## src/core/ash_defines.vh

```
// timing constants and cycle counts for the async sram host controller
`ifndef ASH_DEFINES_VH
`define ASH_DEFINES_VH

// controller clock
`define ASH_CLK_PERIOD_NS 8

// round a least time in ns up to whole clock cycles, never below one
`define ASH_CYC_UP(t) ((((t) + `ASH_CLK_PERIOD_NS - 1) / `ASH_CLK_PERIOD_NS) < 1 ? 1 : \
  (((t) + `ASH_CLK_PERIOD_NS - 1) / `ASH_CLK_PERIOD_NS))
`define ASH_MAX(a, b) (((a) > (b)) ? (a) : (b))

// memory timing, fastest speed grade, in ns
`define ASH_READ_PERIOD_MIN_NS 250
`define ASH_ADDR_TO_DATA_DELAY_NS 250
`define ASH_SELECT_TO_DATA_DELAY_NS 125
`define ASH_FLOAT_LOW_TO_DATA_DELAY_NS 100
`define ASH_READ_DATA_HOLD_NS 30
`define ASH_FLOAT_CTL_TO_HIZ_DELAY_NS 75
`define ASH_DESELECT_TO_HIZ_DELAY_NS 100
`define ASH_WRITE_PERIOD_MIN_NS 250
`define ASH_ADDR_BEFORE_STROBE_NS 0
`define ASH_STROBE_LOW_MIN_NS 100
`define ASH_SELECT_BEFORE_STROBE_RISE_NS 100
`define ASH_ADDR_AFTER_STROBE_NS 0
`define ASH_WDATA_BEFORE_STROBE_RISE_NS 85
`define ASH_WDATA_AFTER_STROBE_RISE_NS 0

// stages of the data pin synchroniser
`define ASH_SYNC_STAGES 2

// derived cycle counts
`define ASH_READ_PERIOD_CYC `ASH_CYC_UP(`ASH_READ_PERIOD_MIN_NS)
`define ASH_ACCESS_CYC `ASH_MAX(`ASH_CYC_UP(`ASH_ADDR_TO_DATA_DELAY_NS), \
  `ASH_MAX(`ASH_CYC_UP(`ASH_SELECT_TO_DATA_DELAY_NS), \
  `ASH_CYC_UP(`ASH_FLOAT_LOW_TO_DATA_DELAY_NS)))
// whole read: access, synchroniser, one cycle margin, at least the read period
`define ASH_READ_CYC `ASH_MAX(`ASH_READ_PERIOD_CYC, `ASH_ACCESS_CYC + `ASH_SYNC_STAGES + 1)
`define ASH_TURN_CYC `ASH_MAX(`ASH_CYC_UP(`ASH_DESELECT_TO_HIZ_DELAY_NS), \
  `ASH_CYC_UP(`ASH_FLOAT_CTL_TO_HIZ_DELAY_NS))
`define ASH_WRITE_PERIOD_CYC `ASH_CYC_UP(`ASH_WRITE_PERIOD_MIN_NS)
`define ASH_STROBE_CYC `ASH_MAX(`ASH_CYC_UP(`ASH_STROBE_LOW_MIN_NS), \
  `ASH_MAX(`ASH_CYC_UP(`ASH_SELECT_BEFORE_STROBE_RISE_NS), \
  `ASH_CYC_UP(`ASH_WDATA_BEFORE_STROBE_RISE_NS)))
`define ASH_RECOVERY_CYC `ASH_READ_PERIOD_CYC

// reset values of the pins
`define ASH_ADDR_RESET 8'h00
`define ASH_DATA_RESET 4'h0

`endif

```

## src/core/ash_sync.v

```verilog
// two-stage synchroniser for a bus of level inputs
`timescale 1ns/1ps
module ash_sync #(
  parameter WIDTH = 4
) (
  input wire ref_clk,
  input wire rst,
  input wire [WIDTH-1:0] async_in,
  output wire [WIDTH-1:0] sync_out
);

  genvar i;
  // one pair of flops per bit; the first stage feeds only the second
  generate
    for (i = 0; i < WIDTH; i = i + 1) begin : g_bit
      reg meta_reg;
      reg sync_reg;
      always @(posedge ref_clk or posedge rst) begin
        if (rst) begin
          meta_reg <= 1'b0;
          sync_reg <= 1'b0;
        end else begin
          meta_reg <= async_in[i];
          sync_reg <= meta_reg;
        end
      end
      assign sync_out[i] = sync_reg;
    end
  endgenerate

endmodule

```

## src/core/ash_timer.v

```verilog
// loadable down counter that times each phase of an access
`timescale 1ns/1ps
module ash_timer #(
  parameter CNT_W = 8
) (
  input wire ref_clk,
  input wire rst,
  input wire load,
  input wire [CNT_W-1:0] load_val,
  output wire done
);

  reg [CNT_W-1:0] count_reg;
  reg [CNT_W-1:0] count_next;

  // load wins; otherwise count down and rest at zero
  always @* begin
    count_next = count_reg;
    if (load) begin
      count_next = load_val;
    end else if (count_reg != {CNT_W{1'b0}}) begin
      count_next = count_reg - {{(CNT_W-1){1'b0}}, 1'b1};
    end
  end

  always @(posedge ref_clk or posedge rst) begin
    if (rst) begin
      count_reg <= {CNT_W{1'b0}};
    end else begin
      count_reg <= count_next;
    end
  end

  // done in the last cycle of a phase loaded with its length minus one
  assign done = (count_reg == {CNT_W{1'b0}});

endmodule

```

## src/core/ash_host.v

```verilog
// host controller for a 256x4 asynchronous static memory with common i/o
`timescale 1ns/1ps
`include "ash_defines.vh"
module ash_host #(
  parameter ADDR_W = 8,
  parameter DATA_W = 4,
  parameter CNT_W = 8,
  parameter READ_CYC = `ASH_READ_CYC,
  parameter TURN_CYC = `ASH_TURN_CYC,
  parameter WRITE_CYC = `ASH_WRITE_PERIOD_CYC,
  parameter STROBE_CYC = `ASH_STROBE_CYC,
  parameter RECOVERY_CYC = `ASH_RECOVERY_CYC
) (
  input wire ref_clk,
  input wire rst,
  // user request side
  input wire req_valid,
  output wire req_ready,
  input wire req_write,
  input wire [ADDR_W-1:0] req_addr,
  input wire [DATA_W-1:0] req_wdata,
  output wire rsp_valid,
  output wire [DATA_W-1:0] rsp_rdata,
  output wire wr_done,
  // standby control
  input wire standby_req,
  output wire standby_active,
  // memory pins
  output wire [ADDR_W-1:0] mem_addr,
  output wire select_one_n,
  output wire select_two_n,
  output wire write_strobe_n,
  output wire output_float_ctl,
  input wire [DATA_W-1:0] mem_data_in,
  output wire [DATA_W-1:0] mem_data_out,
  output wire mem_data_oe
);

  // controller states
  localparam [2:0] ST_IDLE = 3'h0;
  localparam [2:0] ST_READ = 3'h1;
  localparam [2:0] ST_TURN = 3'h2;
  localparam [2:0] ST_WSET = 3'h3;
  localparam [2:0] ST_WSTB = 3'h4;
  localparam [2:0] ST_WHLD = 3'h5;
  localparam [2:0] ST_STBY = 3'h6;
  localparam [2:0] ST_RECOV = 3'h7;

  // phase loads: a phase of n cycles loads n-1; counts above the timer width wrap
  localparam [31:0] LD_READ_FULL = READ_CYC - 1;
  localparam [31:0] LD_TURN_FULL = TURN_CYC - 1;
  localparam [31:0] LD_WSTB_FULL = STROBE_CYC - 1;
  localparam [CNT_W-1:0] LD_READ = LD_READ_FULL[CNT_W-1:0];
  localparam [CNT_W-1:0] LD_TURN = LD_TURN_FULL[CNT_W-1:0];
  localparam [CNT_W-1:0] LD_WSET = {CNT_W{1'b0}};
  localparam [CNT_W-1:0] LD_WSTB = LD_WSTB_FULL[CNT_W-1:0];
  // setup cycle + strobe + hold fill the write period; hold is at least one
  localparam HOLD_CYC = (WRITE_CYC - STROBE_CYC - 1 < 1) ? 1
                        : (WRITE_CYC - STROBE_CYC - 1);
  localparam [31:0] LD_WHLD_FULL = HOLD_CYC - 1;
  localparam [31:0] LD_RECOV_FULL = RECOVERY_CYC - 1;
  localparam [CNT_W-1:0] LD_WHLD = LD_WHLD_FULL[CNT_W-1:0];
  localparam [CNT_W-1:0] LD_RECOV = LD_RECOV_FULL[CNT_W-1:0];

  reg [2:0] state_reg;
  reg [2:0] state_next;
  reg [ADDR_W-1:0] addr_reg;
  reg [ADDR_W-1:0] addr_next;
  reg [DATA_W-1:0] wdata_reg;
  reg [DATA_W-1:0] wdata_next;
  reg sel_n_reg;
  reg sel_n_next;
  reg strobe_n_reg;
  reg strobe_n_next;
  reg float_reg;
  reg float_next;
  reg oe_reg;
  reg oe_next;
  reg stby_reg;
  reg stby_next;
  reg rsp_valid_reg;
  reg rsp_valid_next;
  reg [DATA_W-1:0] rdata_reg;
  reg [DATA_W-1:0] rdata_next;
  reg wr_done_reg;
  reg wr_done_next;
  reg tmr_load;
  reg [CNT_W-1:0] tmr_val;

  wire tmr_done;
  wire [DATA_W-1:0] data_sync;
  wire take_req;

  // data pins come from the memory's own timing, so synchronise them
  ash_sync #(
    .WIDTH(DATA_W)
  ) u_sync (
    .ref_clk(ref_clk),
    .rst(rst),
    .async_in(mem_data_in),
    .sync_out(data_sync)
  );

  // one timer serves every phase; phases never overlap
  ash_timer #(
    .CNT_W(CNT_W)
  ) u_timer (
    .ref_clk(ref_clk),
    .rst(rst),
    .load(tmr_load),
    .load_val(tmr_val),
    .done(tmr_done)
  );

  // requests only in idle and never while standby is asked for
  assign req_ready = (state_reg == ST_IDLE) && !standby_req;
  assign take_req = req_valid && req_ready;

  // next state and phase timing
  always @* begin
    state_next = state_reg;
    tmr_load = 1'b0;
    tmr_val = {CNT_W{1'b0}};
    addr_next = addr_reg;
    wdata_next = wdata_reg;
    case (state_reg)
      ST_IDLE: begin
        if (standby_req) begin
          state_next = ST_STBY;
        end else if (take_req) begin
          // address and data latched once, held for the whole access
          addr_next = req_addr;
          wdata_next = req_wdata;
          tmr_load = 1'b1;
          if (req_write) begin
            state_next = ST_WSET;
            tmr_val = LD_WSET;
          end else begin
            state_next = ST_READ;
            tmr_val = LD_READ;
          end
        end
      end
      ST_READ: begin
        if (tmr_done) begin
          // let the memory release the pins before anyone drives them
          state_next = ST_TURN;
          tmr_load = 1'b1;
          tmr_val = LD_TURN;
        end
      end
      ST_TURN: begin
        if (tmr_done) begin
          state_next = ST_IDLE;
        end
      end
      ST_WSET: begin
        // one cycle of address before the strobe falls
        if (tmr_done) begin
          state_next = ST_WSTB;
          tmr_load = 1'b1;
          tmr_val = LD_WSTB;
        end
      end
      ST_WSTB: begin
        if (tmr_done) begin
          state_next = ST_WHLD;
          tmr_load = 1'b1;
          tmr_val = LD_WHLD;
        end
      end
      ST_WHLD: begin
        if (tmr_done) begin
          state_next = ST_IDLE;
        end
      end
      ST_STBY: begin
        // supply is low while here; leave only when standby is dropped
        if (!standby_req) begin
          state_next = ST_RECOV;
          tmr_load = 1'b1;
          tmr_val = LD_RECOV;
        end
      end
      ST_RECOV: begin
        if (tmr_done) begin
          state_next = ST_IDLE;
        end
      end
      default: begin
        state_next = ST_IDLE;
      end
    endcase
  end

  // pin levels follow the state being entered, so they change with it
  always @* begin
    sel_n_next = 1'b1;
    strobe_n_next = 1'b1;
    float_next = 1'b1;
    oe_next = 1'b0;
    stby_next = 1'b0;
    case (state_next)
      ST_READ: begin
        // selected, read level, outputs allowed
        sel_n_next = 1'b0;
        strobe_n_next = 1'b1;
        float_next = 1'b0;
      end
      ST_WSET: begin
        sel_n_next = 1'b0;
        float_next = 1'b1;
        oe_next = 1'b1;
      end
      ST_WSTB: begin
        sel_n_next = 1'b0;
        strobe_n_next = 1'b0;
        float_next = 1'b1;
        oe_next = 1'b1;
      end
      ST_WHLD: begin
        // strobe back high, address and data still held
        sel_n_next = 1'b0;
        float_next = 1'b1;
        oe_next = 1'b1;
      end
      ST_STBY: begin
        // deselected and floated throughout standby
        sel_n_next = 1'b1;
        stby_next = 1'b1;
      end
      default: begin
        sel_n_next = 1'b1;
      end
    endcase
  end

  // capture read data on the last cycle of the read phase
  always @* begin
    rsp_valid_next = 1'b0;
    rdata_next = rdata_reg;
    wr_done_next = 1'b0;
    if ((state_reg == ST_READ) && tmr_done) begin
      rsp_valid_next = 1'b1;
      rdata_next = data_sync;
    end
    if ((state_reg == ST_WHLD) && tmr_done) begin
      wr_done_next = 1'b1;
    end
  end

  // state and pin registers; reset leaves the memory deselected
  always @(posedge ref_clk or posedge rst) begin
    if (rst) begin
      state_reg <= ST_IDLE;
      addr_reg <= `ASH_ADDR_RESET;
      wdata_reg <= `ASH_DATA_RESET;
      sel_n_reg <= 1'b1;
      strobe_n_reg <= 1'b1;
      float_reg <= 1'b1;
      oe_reg <= 1'b0;
      stby_reg <= 1'b0;
      rsp_valid_reg <= 1'b0;
      rdata_reg <= `ASH_DATA_RESET;
      wr_done_reg <= 1'b0;
    end else begin
      state_reg <= state_next;
      addr_reg <= addr_next;
      wdata_reg <= wdata_next;
      sel_n_reg <= sel_n_next;
      strobe_n_reg <= strobe_n_next;
      float_reg <= float_next;
      oe_reg <= oe_next;
      stby_reg <= stby_next;
      rsp_valid_reg <= rsp_valid_next;
      rdata_reg <= rdata_next;
      wr_done_reg <= wr_done_next;
    end
  end

  // both selects move together; the memory has no refresh to serve
  assign select_one_n = sel_n_reg;
  assign select_two_n = sel_n_reg;
  assign write_strobe_n = strobe_n_reg;
  assign output_float_ctl = float_reg;
  assign mem_addr = addr_reg;
  assign mem_data_out = wdata_reg;
  assign mem_data_oe = oe_reg;
  assign standby_active = stby_reg;
  assign rsp_valid = rsp_valid_reg;
  assign rsp_rdata = rdata_reg;
  assign wr_done = wr_done_reg;

endmodule

```

## config.mk

```make
export PLATFORM = sky130hd
export DESIGN_NAME = ash_host
export DESIGN_NICKNAME = d
export VERILOG_FILES = /design/src/core/ash_sync.v /design/src/core/ash_timer.v /design/src/core/ash_host.v
export VERILOG_INCLUDE_DIRS = /design/src /design/src/core
export SDC_FILE = /design/constraint.sdc
export NUM_CORES = 1
export LEC_CHECK = 0
export ABC_CLOCK_PERIOD_IN_PS = 6800
export BUFFER_PORTS_ARGS = -buffer_cell sky130_fd_sc_hd__buf_2
export CORE_MARGIN = 5
export CORE_UTILIZATION = 55
export CTS_BUF_LIST = sky130_fd_sc_hd__clkbuf_8 sky130_fd_sc_hd__clkbuf_16
export CTS_CLUSTER_SIZE = 14
export DETAILED_ROUTE_END_ITERATION = 8
export PLACE_DENSITY_LB_ADDON = 0.12
export RECOVER_POWER = 25
export SYNTH_ARGS = -nofsm -noshare
export SYNTH_HDL_FRONTEND = slang
export SYNTH_SLANG_ARGS = --single-unit
```

## constraint.sdc

```tcl
create_clock -name ref_clk -period 6.8 [get_ports ref_clk]
set_input_delay 0.34 -clock ref_clk [delete_from_list [all_inputs] [get_ports ref_clk]]
set_output_delay 0.34 -clock ref_clk [all_outputs]
set_load 0.005 [all_outputs]
```

## Word level (Yosys, flattened, before mapping)

Index checks and enable logic that the tools add are counted.
W data, S select, Z words.

| operators by class | value |
|---|---|
| add/subtract/negate cells | 1 |
| multiply operators | 0 |
| divide/modulo/power cells | 0 |
| $lt $le $gt $ge | 0 |
| equal/unequal tests | 12 |
| shift operators | 0 |
| mux-type cells | 30 |
| bitwise logic cells | 1 |
| reduce and logical (&&, ||, !) cells | 15 |

Operators with widths:

| operator | number |
|---|---|
| $pmux W6 S4 | 1 |
| $eq A3 B3 Y1 const B | 7 |
| $mux W3 | 7 |
| $mux W6 | 3 |
| $pmux W3 S6 | 1 |
| $mux W8 | 2 |
| $mux W1 | 11 |
| $mux W5 | 2 |
| $eq A3 B2 Y1 const B | 3 |
| $reduce_or A3 Y1 | 3 |
| $logic_not A8 Y1 | 1 |
| $reduce_bool A8 Y1 | 1 |
| $sub A8 B1 Y8 const B | 1 |
| $eq A3 B1 Y1 const B | 2 |
| $logic_and A1 B1 Y1 | 4 |
| $mux W4 | 1 |
| $reduce_or A4 Y1 | 1 |
| $logic_not A3 Y1 | 1 |
| $pmux W1 S3 | 1 |
| $reduce_and A3 Y1 | 1 |
| $mux W2 | 1 |
| $reduce_bool A2 Y1 | 1 |
| $reduce_or A2 Y1 | 1 |
| $logic_not A1 Y1 | 1 |
| $not A1 Y1 | 1 |

| word-level totals | value |
|---|---|
| register bits after elaboration | 42 |
| latch bits | 0 |
| memory bits (writable) | 0 |
| memory bits (read-only) | 0 |
| bits of input ports | 21 |
| output and inout port bits | 25 |
| word-level logic and storage cells | 79 |
| memories | 0 |

## Longest topological paths before layout

| logic depth | value |
|---|---|
| depth in word-level cells | 9 |
| gate-level depth with buffers | 8 |
| depth with buffers taken out | 7 |

## Cells and area by module

From an unflattened synthesis, not the netlist that was laid out.

| unflattened totals | value |
|---|---|
| cell total of the unflattened synthesis | 161 |
| area, all modules | 1,919.3 µm² |

Modules (own cells, without submodules):

| module | times used | cells each | area an instance (µm²) |
|---|---|---|---|
| ash_host | 1 | 92 | 1,188.6 |
| ash_timer | 1 | 56 | 496.7 |
| ash_sync | 1 | 13 | 234.0 |

## Least setup slack after synthesis

OpenSTA, ideal clock, no wires.

| path | value |
|---|---|
| path type | flip-flop to flip-flop |
| start | register u_timer.count_reg[0] |
| end | register rdata_reg[0], in the netlist rsp_rdata[0] |
| arrival | 2.173 ns |
| path slack | 4.501 ns |
| stages on the path, launching flop included | 9 |
| buffers on the path | 2 |
| clock period less this slack | 2.299 ns |
| path through | dfrtp_1 > inv_1 > ha_1 > or3b_2 > or2_1 > buf_6 > or3_1 > buf_6 > mux2_4 |

| between the ends | value |
|---|---|
| longest elaborated chain between the ends | 2 |

Ends and longest elaborated chain:

| what | line | source |
|---|---|---|
| start: declaration | ash_timer.v:13 | `reg [CNT_W-1:0] count_reg;` |
| start signal: assignment | ash_timer.v:28 | `count_reg <= {CNT_W{1'b0}};` |
| start signal: assignment | ash_timer.v:30 | `count_reg <= count_next;` |
| $logic_not A8 Y1 | ash_timer.v:35 | `assign done = (count_reg == {CNT_W{1'b0}});` |
| $logic_and A1 B1 Y1 | ash_host.v:243 | `if ((state_reg == ST_READ) && tmr_done) begin` |
| end signal: assignment | ash_host.v:264 | `` rdata_reg <= `ASH_DATA_RESET; `` |
| end signal: assignment | ash_host.v:276 | `rdata_reg <= rdata_next;` |
| end: declaration | ash_host.v:83 | `reg [DATA_W-1:0] rdata_reg;` |

Every way passes these cells.
A chain may end at the register's enable or synchronous reset.

## Final worst setup path

Ends and elaborated chain as after synthesis.

==> impl_metrics.json <==
{
  "drt_first_iter_violations": 53,
  "rows": 20,
  "vias_per_cell": 5.03,
  "pwr-share-comb_pct": 22.3,
  "cts_tree": "built",
  "ir_drop_mv": 0.192,
  "rsz0062_at_grt": "false",
  "drc_errors": 0,
  "cap_violations": 1,
  "antenna_cells": 0,
  "hold-worst-slack_ns": 0.156,
  "grt_start_max_net_pins": 43,
  "numCtsBuffers": 5,
  "fin_crit_sh_pct": 35.6,
  "worst_skew_pair.late_latency_ns": 0.29,
  "ctsHoldBuffers": 0,
  "violations": "max-capacitance violations, max-slew violations",
  "fin_crit_ns": 2.42,
  "synth-edff-count": 0,
  "vias": 1157,
  "clockBufferDepth": 2,
  "ys_seq_area_share_pct": 60.3,
  "crit_type": "reg -> reg",
  "initial_core_util_pct": 57.3,
  "synthFlopType": "dfrtp_1",
  "startpoint_type": "flop",
  "grt_usage_pct": 16.9,
  "worstPathArrival_ns": 2.60,
  "seqPwrFrac_pct": 45.6,
  "cts.sink_count": 42,
  "synth_async_sr_flop_share_pct": 100,
  "place.detailed.hpwl_mm": 2.33,
  "grt_remaining_overflow": 0,
  "fp.dieArea_um2": 4410,
  "path_clk_slew_ns": 0.09,
  "stdcell_area_um2": 2130,
  "cts_root_buf": "clkbuf_8",
  "placed_cell_area_um2": 2000,
  "hold_viol": 0,
  "tightest_slew_ns": 2.11,
  "wirelength_mm": 3.15,
  "syn-instance-count": 137,
  "synth.ff_latch_count": 42,
  "dp_cells": 222,
  "slew_headroom_pct": -40.6,
  "portBuffers": 45,
  "avgSynthCellArea_um2": 12.8,
  "place_congestion": 0.798,
  "finClkSkew_ns": 0.00930,
  "static-leakage-power_nw": 1.06,
  "grt_pass1_wl_mm": 5.63,
  "p_int_mw": 0.516,
  "dp_slack_ns": 4.39,
  "cts_resized": 0,
  "utilization_pct": 69.9,
  "power.density_nw_per_um2": 339,
  "wl_per_cell_um": 13.7,
  "path_max_fanout": 7,
  "die_w_um": 66.4,
  "yosys_warnings": 0,
  "nets": 208,
  "drt_first_pass_iters": 4,
  "finalSetupViolCount": 0,
  "pin_count": 46,
  "postRouteAntennaNets": 0,
  "reg2reg_slack_ns": 4.38,
  "core_um2": 3050,
  "setup-tns-final_ns": 0,
  "cp_data_required_time_ns": 6.98,
  "grt_pass1_vias": 1235,
  "syn_nets": 160,
  "crit_path_end_kind": "flop",
  "switching_share_pct": 28.7,
  "antenna_found_initial": 0,
  "syn_area_um2": 1750,
  "slew_viol_final": 43,
  "pwr-share-clk_pct": 32.1,
  "timing.final.ws_setup_ns": 4.38,
  "drive_gt1_share_pct": 42.5,
  "htree_levels": 2,
  "p_switching_mw": 0.208,
  "post-cts-setup-buffer-count": 0,
  "status": "finished, violations left",
  "fmax_mhz": 413,
  "syn_to_final_growth_pct": 21.9,
  "stdcell_count": 230,
  "hold_path.class": "in -> reg",
  "synth.distinct_cells": 37,
  "die_y_um": 66.4,
  "power_mw": 0.723
}
[power by group through the flow]
stage	clock, mW	sequential [mW]	combinational [mW]
finish	0.232	0.330	0.161
global route	0.247	0.338	0.187
CTS	0.236	0.330	0.163
detailed placement	0	0.334	0.162
global placement	0	0.332	0.157
floorplan	0	0.323	0.129
[layout by cell type (no fill, tap or decap), types with 3 or more instances in the layout]
master	Yosys	layout
o21ai_0	5	5
dfrtp_1	39	39
mux2_4	4	4
or3_1	4	4
a21oi_1	4	4
inv_1	8	8
dfstp_2	3	3
buf_2	0	45
xnor2_1	3	3
clkbuf_8	0	5
nand2_1	7	7
a211oi_1	3	3
mux2_2	13	13
nor2_1	9	9
[cell usage after synthesis, types with 2 or more instances]
master / n / area [um^2]
dfrtp_1: 39 / 976
mux2_2: 13 / 146
nor2_1: 9 / 33.8
inv_1: 8 / 30.0
nand2_1: 7 / 26.3
o21ai_0: 5 / 25.0
a21oi_1: 4 / 20.0
mux2_4: 4 / 60.1
or3_1: 4 / 25.0
a211oi_1: 3 / 22.5
dfstp_2: 3 / 78.8
xnor2_1: 3 / 26.3
buf_6: 2 / 22.5
clkbuf_1: 2 / 7.51
ha_1: 2 / 25.0
nand2b_1: 2 / 12.5
nor2b_1: 2 / 12.5
nor3_1: 2 / 10.0
nor4_1: 2 / 12.5
o211ai_1: 2 / 15.0
o21a_1: 2 / 15.0
or3b_2: 2 / 17.5
[worst max-delay path, stage by stage, from the launching register on]
cell and delay, ns:
dfrtp_1 0.42, inv_1 0.09, ha_1 0.17, or3b_2 0.49
or2_1 0.33, or3_1 0.48, mux2_4 0.34
[worst paths after layout]
path                                                    startpoint                            endpoint  cells after the start
worst max register to register    u_timer.count_reg[0]$_DFFE_PP0P_            rsp_rdata[0]$_DFFE_PP0P_                      6
worst min-delay path                                mem_data_in[2]  u_sync.g_bit[2].meta_reg$_DFF_PP0_                      1
worst min register to register  u_sync.g_bit[3].meta_reg$_DFF_PP0_  u_sync.g_bit[3].sync_reg$_DFF_PP0_                      0
worst max-delay path              u_timer.count_reg[0]$_DFFE_PP0P_            rsp_rdata[0]$_DFFE_PP0P_                      6
min in group asynchronous                                      rst                 rsp_valid$_DFF_PP0_                      3
max in group asynchronous                                      rst             mem_addr[0]$_DFFE_PP0P_                      3
[kinds of logic after synthesis]
group                    Yosys count  share of synthesized area (%)
AO/OA/AOI/OAI                     21                           8.51
XOR/XNOR                           4                           2.00
adder cells (fa/ha/maj)            2                           1.43
buffers and inverters             13                           3.86
flip-flops                        42                           60.3
multiplexers                      18                           12.4
AND/OR/NAND/NOR                   37                           11.6
[layer usage]
layer | part of all wire, % | track usage (%) | vias up | wire length, um
li1 | - | - | 570 | -
met1 | 42 | 20.7 | 548 | 1330
met2 | 51 | 28.7 | 35 | 1620
met3 | 6.0 | 3.91 | 4 | 188
met4 | 0.60 | 6.60 | 0 | 19
met5 | 0 | 0 | - | 0
[final cells by class]
| class | instances | area, um^2 |
|---|---|---|
| clock buffer | 5 | 68.8 |
| clock inverter | 3 | 68.8 |
| fill | 223 | 918 |
| inverter | 8 | 30.0 |
| multi-input combinational | 82 | 628 |
| sequential | 42 | 1050 |
| tap | 44 | 55.1 |
| timing repair buffer | 46 | 229 |
Power figures use the tool's default switching activity.
